**src/hdl/tmr_map.vh**
```
`ifndef TMR_MAP_VH
`define TMR_MAP_VH

// Register byte addresses on the Avalon slave
`define TMR_ADDR_W        5
`define TMR_OFS_CTRL0     5'h00
`define TMR_OFS_MODE      5'h04
`define TMR_OFS_IOC2      5'h08
`define TMR_OFS_CNT       5'h0c
`define TMR_OFS_CYC       5'h10
`define TMR_OFS_DUTY      5'h14
`define TMR_OFS_IRQ_STAT  5'h18
`define TMR_OFS_IRQ_MASK  5'h1c

// Field positions
`define TMR_CTRL0_RUN     0
`define TMR_MODE_LSB      0
`define TMR_MODE_MSB      2
`define TMR_MODE_SWTRIG   3
`define TMR_TRIG_LSB      0
`define TMR_TRIG_MSB      1
`define TMR_IRQ_CYC       0
`define TMR_IRQ_DUTY      1

// Mode encodings
`define TMR_MODE_ONESHOT  3'h3
`define TMR_MODE_PWM      3'h4

// Trigger edge encodings
`define TMR_EDGE_NONE     2'h0
`define TMR_EDGE_RISE     2'h1
`define TMR_EDGE_FALL     2'h2
`define TMR_EDGE_BOTH     2'h3

// Counter constants and reset values
`define TMR_CNT_MAX       16'hffff
`define TMR_CNT_ZERO      16'h0000
`define TMR_CNT_ONE       16'h0001
`define TMR_CMP_RST       16'h0000
`define TMR_IOC2_RST      8'h00
`define TMR_MODE_RST      3'h0
`define TMR_IRQ_RST       2'h0
`define TMR_RDATA_ZERO    32'h00000000

`endif

```
**src/hdl/tmr_pwm.v**
```verilog
// Design decisions made here: the placing of the registers and the Avalon-MM register port.
`timescale 1ns/10ps
`include "tmr_map.vh"

module tmr_pwm (
    input  wire        clk,
    input  wire        reset_n,
    input  wire        clk_en,
    input  wire [4:0]  avs_address,
    input  wire        avs_read,
    input  wire        avs_write,
    input  wire [31:0] avs_writedata,
    output reg  [31:0] avs_readdata,
    output wire        avs_waitrequest,
    input  wire        trigger_pin,
    output reg         pwm_output_pin,
    output reg         toggle_output_pin,
    output wire        cycle_match_irq,
    output wire        duty_match_irq,
    output wire        irq
);

    // Software-visible registers
    reg        count_run_bit_r;
    reg [2:0]  mode_select_field_r;
    reg [7:0]  io_control_2_r;
    reg [15:0] cycle_compare_r;
    reg [15:0] duty_compare_r;
    reg [1:0]  irq_stat_r;
    reg [1:0]  irq_mask_r;

    // Counter core state
    reg [15:0] count_r;
    reg [15:0] count_nxt;
    reg [15:0] cycle_shadow_r;
    reg [15:0] duty_shadow_r;
    reg        running_r;
    reg        running_nxt;
    reg        pwm_nxt;
    reg        toggle_nxt;
    reg        load_shadow;
    reg        cyc_irq_r;
    reg        duty_irq_r;
    reg        cyc_evt;
    reg        duty_evt;

    // Bus slave state
    reg        ack_r;
    reg [31:0] rd_nxt;

    // Trigger synchroniser and edge detect
    reg        trig_meta_r;
    reg        trig_sync_r;
    reg        trig_prev_r;

    wire       bus_req;
    wire       wr_fire;
    wire       mode_oneshot;
    wire       mode_pwm;
    wire       sw_trig;
    wire       ext_trig;
    wire       trig_rise;
    wire       trig_fall;
    wire [1:0] trig_edge;
    wire [15:0] cyc_cmp;
    wire [15:0] duty_cmp;
    wire       cyc_hit;
    wire       duty_hit;
    wire       duty_comb;
    wire [1:0] irq_set;
    wire [1:0] irq_clr;

    // One wait state: request taken at first edge, answered at the second
    assign bus_req         = avs_read | avs_write;
    assign avs_waitrequest = bus_req & ~ack_r;
    assign wr_fire         = avs_write & ack_r;

    assign mode_oneshot = (mode_select_field_r == `TMR_MODE_ONESHOT);
    assign mode_pwm     = (mode_select_field_r == `TMR_MODE_PWM);

    // Software trigger is a write of one to the trigger bit, never stored
    assign sw_trig = wr_fire && (avs_address == `TMR_OFS_MODE) && avs_writedata[`TMR_MODE_SWTRIG];

    // Edge detect reads only the second synchroniser stage
    assign trig_edge = io_control_2_r[`TMR_TRIG_MSB:`TMR_TRIG_LSB];
    assign trig_rise = trig_sync_r & ~trig_prev_r;
    assign trig_fall = ~trig_sync_r & trig_prev_r;
    assign ext_trig  = ((trig_edge == `TMR_EDGE_RISE) && trig_rise) ||
                       ((trig_edge == `TMR_EDGE_FALL) && trig_fall) ||
                       ((trig_edge == `TMR_EDGE_BOTH) && (trig_rise || trig_fall));

    // One-shot compares the live registers; PWM compares the shadows
    assign cyc_cmp  = mode_oneshot ? cycle_compare_r : cycle_shadow_r;
    assign duty_cmp = mode_oneshot ? duty_compare_r : duty_shadow_r;
    assign cyc_hit  = running_r && (count_r == cyc_cmp);
    assign duty_hit = running_r && (count_r == duty_cmp);

    // One-shot duty interrupt is combinational so it lines up with the pin edge
    assign duty_comb       = mode_oneshot && duty_hit;
    assign duty_match_irq  = duty_comb | duty_irq_r;
    assign cycle_match_irq = cyc_irq_r;

    // Two-flop synchroniser for the external trigger pin
    always @(posedge clk or negedge reset_n) begin
        if (!reset_n) begin
            trig_meta_r <= 1'b0;
            trig_sync_r <= 1'b0;
            trig_prev_r <= 1'b0;
        end else if (clk_en) begin
            trig_meta_r <= trigger_pin;
            trig_sync_r <= trig_meta_r;
            trig_prev_r <= trig_sync_r;
        end
    end

    // Next-state logic of the counter, pins and events
    always @* begin
        count_nxt   = count_r;
        running_nxt = running_r;
        pwm_nxt     = pwm_output_pin;
        toggle_nxt  = toggle_output_pin;
        load_shadow = 1'b0;
        cyc_evt     = 1'b0;
        duty_evt    = 1'b0;
        if (!count_run_bit_r) begin
            // Stopped: idle at the maximum value, outputs inactive
            count_nxt   = `TMR_CNT_MAX;
            running_nxt = 1'b0;
            pwm_nxt     = 1'b0;
            toggle_nxt  = 1'b0;
        end else if (mode_pwm) begin
            if (!running_r) begin
                // Leaving idle: FFFFH becomes 0000H and shadows are primed
                count_nxt   = `TMR_CNT_ZERO;
                running_nxt = 1'b1;
                load_shadow = 1'b1;
                toggle_nxt  = 1'b1;
            end else if (cyc_hit) begin
                // Period is cycle value plus one count clocks
                count_nxt   = `TMR_CNT_ZERO;
                load_shadow = 1'b1;
                cyc_evt     = 1'b1;
                toggle_nxt  = ~toggle_output_pin;
            end else begin
                count_nxt   = count_r + `TMR_CNT_ONE;
            end
            // Duty interrupt is issued at the count-up after the match
            duty_evt = duty_hit;
            // Active while the next count is below the duty value
            if (load_shadow) begin
                pwm_nxt = (count_nxt < duty_compare_r);
            end else begin
                pwm_nxt = (count_nxt < duty_shadow_r);
            end
        end else if (mode_oneshot) begin
            if (!running_r) begin
                pwm_nxt    = 1'b0;
                toggle_nxt = 1'b0;
                count_nxt  = `TMR_CNT_MAX;
                if (ext_trig || sw_trig) begin
                    count_nxt   = `TMR_CNT_ZERO;
                    running_nxt = 1'b1;
                    toggle_nxt  = 1'b1;
                    pwm_nxt     = (duty_compare_r == `TMR_CNT_ZERO);
                end
            end else if (cyc_hit) begin
                // End of pulse: interrupt, pin inactive, counter parked
                count_nxt   = `TMR_CNT_MAX;
                running_nxt = 1'b0;
                pwm_nxt     = 1'b0;
                toggle_nxt  = 1'b0;
                cyc_evt     = 1'b1;
            end else begin
                // Plain increment wraps FFFFH to 0000H past a lowered compare
                count_nxt = count_r + `TMR_CNT_ONE;
                if (count_nxt == duty_compare_r) begin
                    pwm_nxt = 1'b1;
                end
            end
            // Triggers while running fall through untouched
        end else begin
            // Other modes are not served by this block
            count_nxt   = `TMR_CNT_MAX;
            running_nxt = 1'b0;
            pwm_nxt     = 1'b0;
            toggle_nxt  = 1'b0;
        end
    end

    // Counter, shadows, pins and registered interrupt pulses
    always @(posedge clk or negedge reset_n) begin
        if (!reset_n) begin
            count_r           <= `TMR_CNT_MAX;
            running_r         <= 1'b0;
            cycle_shadow_r    <= `TMR_CMP_RST;
            duty_shadow_r     <= `TMR_CMP_RST;
            pwm_output_pin    <= 1'b0;
            toggle_output_pin <= 1'b0;
            cyc_irq_r         <= 1'b0;
            duty_irq_r        <= 1'b0;
        end else if (clk_en) begin
            count_r           <= count_nxt;
            running_r         <= running_nxt;
            pwm_output_pin    <= pwm_nxt;
            toggle_output_pin <= toggle_nxt;
            cyc_irq_r         <= cyc_evt;
            duty_irq_r        <= duty_evt;
            if (load_shadow) begin
                cycle_shadow_r <= cycle_compare_r;
                duty_shadow_r  <= duty_compare_r;
            end
        end
    end

    // Sticky status: a new event wins over a same-cycle write-one clear
    assign irq_set = {duty_match_irq, cycle_match_irq};
    assign irq_clr = (wr_fire && (avs_address == `TMR_OFS_IRQ_STAT)) ? avs_writedata[1:0] : 2'b00;
    assign irq     = |(irq_stat_r & irq_mask_r);

    // Register writes take effect at the edge the master sees waitrequest low
    always @(posedge clk or negedge reset_n) begin
        if (!reset_n) begin
            count_run_bit_r     <= 1'b0;
            mode_select_field_r <= `TMR_MODE_RST;
            io_control_2_r      <= `TMR_IOC2_RST;
            cycle_compare_r     <= `TMR_CMP_RST;
            duty_compare_r      <= `TMR_CMP_RST;
            irq_stat_r          <= `TMR_IRQ_RST;
            irq_mask_r          <= `TMR_IRQ_RST;
        end else if (clk_en) begin
            irq_stat_r <= (irq_stat_r & ~irq_clr) | irq_set;
            if (wr_fire) begin
                case (avs_address)
                    `TMR_OFS_CTRL0: begin
                        count_run_bit_r <= avs_writedata[`TMR_CTRL0_RUN];
                    end
                    `TMR_OFS_MODE: begin
                        mode_select_field_r <= avs_writedata[`TMR_MODE_MSB:`TMR_MODE_LSB];
                    end
                    `TMR_OFS_IOC2: begin
                        // Stored as written; bits above the edge field are kept and read back but have no effect
                        io_control_2_r <= avs_writedata[7:0];
                    end
                    `TMR_OFS_CYC: begin
                        // Lowering while counting may wrap the counter
                        cycle_compare_r <= avs_writedata[15:0];
                    end
                    `TMR_OFS_DUTY: begin
                        duty_compare_r <= avs_writedata[15:0];
                    end
                    `TMR_OFS_IRQ_MASK: begin
                        irq_mask_r <= avs_writedata[1:0];
                    end
                    default: begin
                        irq_mask_r <= irq_mask_r;
                    end
                endcase
            end
        end
    end

    // Read multiplexer; unmapped addresses read as zero
    always @* begin
        rd_nxt = `TMR_RDATA_ZERO;
        case (avs_address)
            `TMR_OFS_CTRL0:    rd_nxt[`TMR_CTRL0_RUN] = count_run_bit_r;
            `TMR_OFS_MODE:     rd_nxt[`TMR_MODE_MSB:`TMR_MODE_LSB] = mode_select_field_r;
            `TMR_OFS_IOC2:     rd_nxt[7:0] = io_control_2_r;
            `TMR_OFS_CNT:      rd_nxt[15:0] = count_r;
            `TMR_OFS_CYC:      rd_nxt[15:0] = cycle_compare_r;
            `TMR_OFS_DUTY:     rd_nxt[15:0] = duty_compare_r;
            `TMR_OFS_IRQ_STAT: rd_nxt[1:0] = irq_stat_r;
            `TMR_OFS_IRQ_MASK: rd_nxt[1:0] = irq_mask_r;
            default:           rd_nxt = `TMR_RDATA_ZERO;
        endcase
    end

    // Acknowledge pulse and registered read data
    always @(posedge clk or negedge reset_n) begin
        if (!reset_n) begin
            ack_r        <= 1'b0;
            avs_readdata <= `TMR_RDATA_ZERO;
        end else if (clk_en) begin
            ack_r <= bus_req & ~ack_r;
            if (avs_read && !ack_r) begin
                avs_readdata <= rd_nxt;
            end
        end
    end

endmodule

```
**config.mk**
```make
export PLATFORM = sky130hd
export DESIGN_NAME = tmr_pwm
export DESIGN_NICKNAME = d
export VERILOG_FILES = /design/src/hdl/tmr_pwm.v
export VERILOG_INCLUDE_DIRS = /design/src /design/src/hdl
export SDC_FILE = /design/constraint.sdc
export NUM_CORES = 1
export LEC_CHECK = 0
export ABC_AREA = 1
export BUFFER_PORTS_ARGS = -buffer_cell sky130_fd_sc_hd__buf_4
export CORE_ASPECT_RATIO = 0.75
export CORE_UTILIZATION = 60
export DETAILED_ROUTE_END_ITERATION = 12
export PLACE_DENSITY = 0.8
export REMOVE_ABC_BUFFERS = 1
export SLEW_MARGIN = 20
export SYNTH_ARGS = -nofsm -noshare
export SYNTH_HDL_FRONTEND = slang
export SYNTH_SLANG_ARGS = --single-unit
```
**constraint.sdc**
```tcl
create_clock -name clk -period 7.2 [get_ports clk]
set_input_delay 0.36 -clock clk [delete_from_list [all_inputs] [get_ports clk]]
set_output_delay 0.36 -clock clk [all_outputs]
set_load 0.005 [all_outputs]
```
==> flow_summary.json, run 1 <==
{
  "outcome": "completed",
  "cp_cell_sequence": "nand3_4, nand2_1, nand2_1, nand2_1, nand2_1, nor2_1, nand2_1, nor2_2, nand2_4, nand2_4, nor2_1, ha_1, a21oi_1, o21ai_0, a21o_1, a21oi_1, nor2_1, a2111oi_0, nand2_1, nand3_1, nand2_1, nand2_1",
  "num_antenna_cells": 0,
  "startpoint": "mode_select_field_r[1]",
  "core_um2": 12310,
  "tightest_slew_ns": 1.047,
  "layout.nets": 1151,
  "p_leak_nw": 4.217,
  "clock_path_buffers": 2,
  "dr.pass1.iters": 5,
  "cpMostUsedCell": "nand2_1",
  "htree_num_levels": 4,
  "ios": 81,
  "ys.flop_type": "dfrtp_1",
  "slowest_stage": "dfrtp_1",
  "worstReg2RegStart": "mode_select_field_r[1]",
  "antenna_found_initial": 0,
  "die_area_um2": 13080,
  "clk_latency_ns": 0.43,
  "cts_buffers": 17,
  "gp_congestion": 0.9619,
  "ir_worst_vdd_uv": 180.6,
  "cts_setup_buffers": 0,
  "setup_viol": 0,
  "required_ns": 7.56,
  "yosysSeqAreaShare_pct": 40.24,
  "die_x_um": 131.7,
  "ff2ff_setup_slack_ns": 2.74,
  "synthTopCellsByArea": "dfrtp_1 (35%), nand2_1 (15%), o21ai_0 (7.2%)",
  "portBuffers": 48,
  "grt_remaining_overflow": 0,
  "cp-end-kind": "flip-flop",
  "postRouteWirelength_um": 22500,
  "async_flop_share_pct": 100.0,
  "cts_num_sinks": 121,
  "syn_area_per_cell_um2": 7.275,
  "fmax_ghz": 0.2240,
  "holdWs_ns": 0.04782,
  "final_common_cell": "nand2_1",
  "cts_resized": 0,
  "grt_max_degree": 71,
  "layout-drive-gt1-share_pct": 11.73,
  "drtAntennaViolNets": 0,
  "fp-row-count": 35,
  "hp-class": "in -> async",
  "ctsHoldBuffers": 0,
  "first_global_vias": 6683,
  "max_cap_violations": 0,
  "arrival_ns": 4.83,
  "slew_headroom_pct": 30.00,
  "clkTransAtPathRegs_ns": 0.06,
  "ys_seq_elements": 121,
  "powerDensity_nw_per_um2": 210.6,
  "drcViolationCount": 0,
  "setup_tns_ns": 0,
  "die_h_um": 99.30,
  "slew_viol_final": 0,
  "grt_util_all_layers_pct": 36.20,
  "num_vias": 7415,
  "grt_pass1_wl_um": 36060,
  "critPathBufInv": 0,
  "syn_inst": 1041,
  "finClkSkew_ns": 0.01012,
  "worst-setup-path-type": "reg -> reg",
  "ys_types": 45,
  "tritoncts": "done",
  "yosys_warnings": 0,
  "initial_core_util_pct": 61.55,
  "synth_area_leader_cell": "dfrtp_1",
  "crit_family": "simple AND/OR/NAND/NOR gates",
  "drt_iter0_drc": 854,
  "hold_viol_final": 0,
  "layout_common_cells": "nand2_1 (309), inv_1 (122), o21ai_0 (109), dfrtp_1 (105), nor2_1 (58)",
  "syn-cell-area_um2": 7574,
  "cp_max_fo": 51,
  "hpwl_um": 15730,
  "fin_crit_ns": 4.465,
  "synth.top_cell.area_share_pct": 34.69,
  "crit_path_max_incr_delay_ns": 0.68,
  "worst_r2r_path_depth": 22,
  "clockRootBuffer": "clkbuf_16",
  "cp-start-kind": "flip-flop",
  "synth_edf_count": 0,
  "grt_setup_unrepaired": "false",
  "fin_area_um2": 8526,
  "finalCritPeriodShare_pct": 62.01,
  "syn_to_final_growth_pct": 12.57,
  "reg2reg_to": "pwm_output_pin",
  "via_per_inst": 5.899,
  "placed_area_um2": 7953,
  "drt-wirelength-per-cell_um": 17.90
}
==> sequential cells by signal, summed over array words and instances (netlist names), 2 cells and up <==
name,cells
avs_readdata,16
count_r,16
cycle_compare_r,16
cycle_shadow_r,16
duty_compare_r,16
duty_shadow_r,16
io_control_2_r,8
mode_select_field_r,3
irq_mask_r,2
irq_stat_r,2
==> layout make-up <==
| cell class | instances | area [um^2] |
|---|---|---|
| clock inverter | 14 | 126.4 |
| sequential | 121 | 3048 |
| tap | 166 | 207.7 |
| timing repair buffer | 53 | 397.9 |
| clock buffer | 18 | 439.2 |
| inverter | 134 | 505.5 |
| multi-input combinational | 751 | 3801 |
| fill | 1061 | 3780 |
==> layer usage <==
metal	up-vias	global-route usage (%)	share of wire, %	wire length (um)
li1	3465	-	-	-
met1	3471	53.78	46	10290
met2	427	50.35	40	8964
met3	52	10.19	12	2771
met4	0	12.08	2.1	476
met5	-	0	0	0
==> power by group <==
part           leakage [nW]  internal [mW]  total (mW)  switching [mW]
clock                 0.271          0.463       0.834           0.371
combinational          2.34         0.0722       0.216           0.143
sequential             1.61          0.713       0.746          0.0332
==> synth_stat cells, types with 7 or more instances <==
master and number:
ha_1 30, xor2_1 23, dfrtp_1 105, nor3_1 10, nor2_1 58, dfstp_2 16, nand4_1 22, a21oi_1 41
o22ai_1 14, buf_4 17, inv_1 122, o21ai_1 30, inv_2 10, nand3_1 40, o21ai_0 109, clkbuf_1 21
buf_2 7, nand2_1 310, nor4_1 7
==> worst max-delay path by stage <==
| stage | to | slack, ns | cells after the start |
|---|---|---|---|
| final | pwm_output_pin | 2.74 | 22 |
| after global routing | pwm_output_pin | 2.41 | 22 |
| after CTS | pwm_output_pin | 2.93 | 22 |
| after detailed placement | pwm_output_pin | 2.95 | 22 |
| after global placement | pwm_output_pin | 3.04 | 22 |
| after floorplan | pwm_output_pin | 3.97 | 22 |
==> logic make-up (layout without fill, tap and decap cells) <==
family	count (synthesis)	count (layout)	share of synthesized area, %
buffers and inverters	184	219	10.41
other	1	16	0.04951
DFF	121	121	40.24
xor gates and xnor gates	23	23	2.660
AOI/OAI and AO/OA	221	221	15.89
adders and majority gates	30	30	4.956
and+or+nand+nor	461	461	25.79
==> worst reg2reg max path, cell delays in order, from the launching register on <==
cell and delay, ns:
dfrtp_1 0.68, nand3_4 0.58, nand2_1 0.32, nand2_1 0.08
nand2_1 0.08, nand2_1 0.10, nor2_1 0.12, nand2_1 0.10
nor2_2 0.18, nand2_4 0.11, nand2_4 0.24, nor2_1 0.16
ha_1 0.32, a21oi_1 0.14, o21ai_0 0.09, a21o_1 0.16
a21oi_1 0.13, nor2_1 0.05, a2111oi_0 0.36, nand2_1 0.12
nand3_1 0.17, nand2_1 0.07, nand2_1 0.06
==> per-stage QoR <==
step	setup WS [ns]	cells	util (%)	total power [mW]
5_1_grt	2.414	1257	69.28	1.848
3_5_place_dp	2.950	1225	64.63	0.9651
6_report	2.735	1257	69.28	1.796
2_1_floorplan	3.971	1006	-	0.8711
4_1_cts	2.930	1257	69.22	1.785
3_3_place_gp	3.041	1225	64.63	0.9618
No activity file was read; power rests on OpenSTA's default activity.
==> inputs of run 2 (changes only) <==
==> constraint.sdc (replaced) <==
create_clock -name clk -period 4.6 [get_ports clk]
set_input_delay 0.23 -clock clk [delete_from_list [all_inputs] [get_ports clk]]
set_output_delay 0.23 -clock clk [all_outputs]
set_load 0.005 [all_outputs]
==> flow_summary.json, run 2 (synthesized netlist as in run 1, its figures left out) <==
{
  "layout_common_cells": "nand2_1 (309), inv_1 (122), o21ai_0 (109), dfrtp_1 (105)",
  "die_x_um": 131.7,
  "holdWs_ns": 0.07560,
  "portBuffers": 48,
  "tightest_slew_ns": 0.8711,
  "finClkSkew_ns": 0.009369,
  "initial_core_util_pct": 61.55,
  "worstHoldStart": "avs_writedata[15]",
  "cp_cell_sequence": "nand2_1, nor2_4, nand2_1, nand3_1, nand2_1, nor2_1, nand2_1, nor2_2, nand2_4, nand2_4, nor2_1, ha_1, a21oi_1, o21ai_0, a21o_1, a21oi_1, nor2_1, a2111oi_0, nand2_1, nand3_1, nand2_1, nand2_1",
  "clkTransAtPathRegs_ns": 0.06,
  "die_area_um2": 13080,
  "core_um2": 12310,
  "setup_viol": 0,
  "p_leak_nw": 4.239,
  "hpwl_um": 15850,
  "final_common_cell": "nand2_1",
  "p_sw_uw": 834.1,
  "grt_pass1_wl_um": 36110,
  "syn_to_final_growth_pct": 12.92,
  "ios": 81,
  "fp-row-count": 35,
  "worstReg2RegStart": "mode_select_field_r[1]",
  "layout-drive-gt1-share_pct": 11.94,
  "crit_path_max_incr_delay_ns": 0.63,
  "num_antenna_cells": 0,
  "clkPwrFrac_pct": 45.5,
  "cp-end-kind": "flip-flop",
  "grt_util_all_layers_pct": 36.15,
  "num_vias": 7347,
  "clockRootBuffer": "clkbuf_16",
  "layout.nets": 1158,
  "worst-setup-path-type": "reg -> reg",
  "die_h_um": 99.30,
  "setup_tns_ns": 0,
  "pwr-share-comb_pct": 12.2,
  "via_per_inst": 5.817,
  "clk_latency_ns": 0.43,
  "cts_buffers": 17,
  "clock_path_buffers": 2,
  "postRouteWirelength_um": 22230,
  "drt_iter0_drc": 938,
  "outcome": "completed",
  "antenna_found_initial": 0,
  "max_cap_violations": 0,
  "seq_power_share_pct": 42.3,
  "cp_max_fo": 19,
  "arrival_ns": 4.41,
  "grt_max_degree": 57,
  "grt_remaining_overflow": 0,
  "required_ns": 4.97,
  "fmax_ghz": 0.2472,
  "drcViolationCount": 0,
  "drt-wirelength-per-cell_um": 17.60,
  "ir_worst_vdd_uv": 281.3,
  "slew_headroom_pct": 41.71,
  "drtAntennaViolNets": 0,
  "cts_resized": 0,
  "finalCritPeriodShare_pct": 87.94,
  "cp-start-kind": "flip-flop",
  "grt_setup_unrepaired": "false",
  "hold_viol_final": 0,
  "cpMostUsedCell": "nand2_1",
  "switching_share_pct": 30.17,
  "hp-class": "in -> reg",
  "ctsHoldBuffers": 2,
  "dr.pass1.iters": 6,
  "fin_crit_ns": 4.045,
  "tritoncts": "done",
  "slew_viol_final": 0,
  "cts_num_sinks": 121,
  "p_int_mw": 1.930,
  "powerDensity_nw_per_um2": 323.2,
  "slowest_stage": "dfrtp_1",
  "gp_congestion": 0.9564,
  "htree_num_levels": 4,
  "first_global_vias": 6814,
  "startpoint": "mode_select_field_r[1]",
  "cts_setup_buffers": 0
}
-- run 2: cell types whose count changed in the layout (fill, tap and decap cells not counted) --
cell	previous run	this run
nor3_2	3	2
clkinv_2	0	3
inv_8	3	2
nor3_1	9	10
dlygate4sd3_1	0	2
clkinvlp_4	3	2
buf_4	53	58
clkbuf_8	1	0
inv_6	6	5
-- run 2: final cells by class --
cell class / count / area, um^2
fillers: 1066 / 3754
clock buffers: 17 / 425.4
inverters: 134 / 505.5
flip-flops and latches: 121 / 3048
multi-input cells: 751 / 3796
repair buffers: 60 / 455.4
clock inverters: 14 / 113.9
well taps: 166 / 207.7
-- run 2: layer usage --
metal  GRT usage (%)  routed length, um
met3           8.970               2405
met5               0                  0
met4           9.123                316
met1           54.14              10160
met2           52.18               9340
-- run 2: worst paths after layout --
path,endpoint,slack (ns),cells past startpoint
max,pwm_output_pin,0.55,22
min,cycle_compare_r[15],0.08,3
max reg2reg,pwm_output_pin,0.55,22
min reg2reg,trig_meta_r,0.48,2
max in group asynchronous,count_r[15],3.24,3
min in group asynchronous,cycle_compare_r[4],0.40,2
-- run 2: power groups by stage --
stage	registers (mW)	logic [mW]	clock network, mW
after global routing	1.17	0.377	1.30
after floorplan	1.17	0.194	0
after detailed placement	1.18	0.327	0
after CTS	1.17	0.330	1.26
after global placement	1.18	0.324	0
final	1.17	0.337	1.26
-- run 2: worst max-delay path, delay by kind of cell, from the launching register on --
kind	cells	cell delay, ns
flip-flops	1	0.63
adder cells (fa/ha/maj)	1	0.31
AND/OR/NAND/NOR	16	2.20
AO/OA/AOI/OAI	5	0.85
-- run 2: through the flow --
| stage | worst slack, ns | util (%) | instance area, um^2 | std cells | power [mW] |
|---|---|---|---|---|---|
| final | 0.5549 | 69.50 | 8552 | 1263 | 2.764 |
| after global routing | 0.3481 | 69.50 | 8552 | 1263 | 2.855 |
| after CTS | 0.6483 | 69.48 | 8549 | 1263 | 2.757 |
| after detailed placement | 0.6868 | 64.93 | 7990 | 1230 | 1.511 |
| after global placement | 0.7697 | 64.93 | 7990 | 1230 | 1.507 |
| after floorplan | 1.371 | - | 7347 | 1006 | 1.363 |
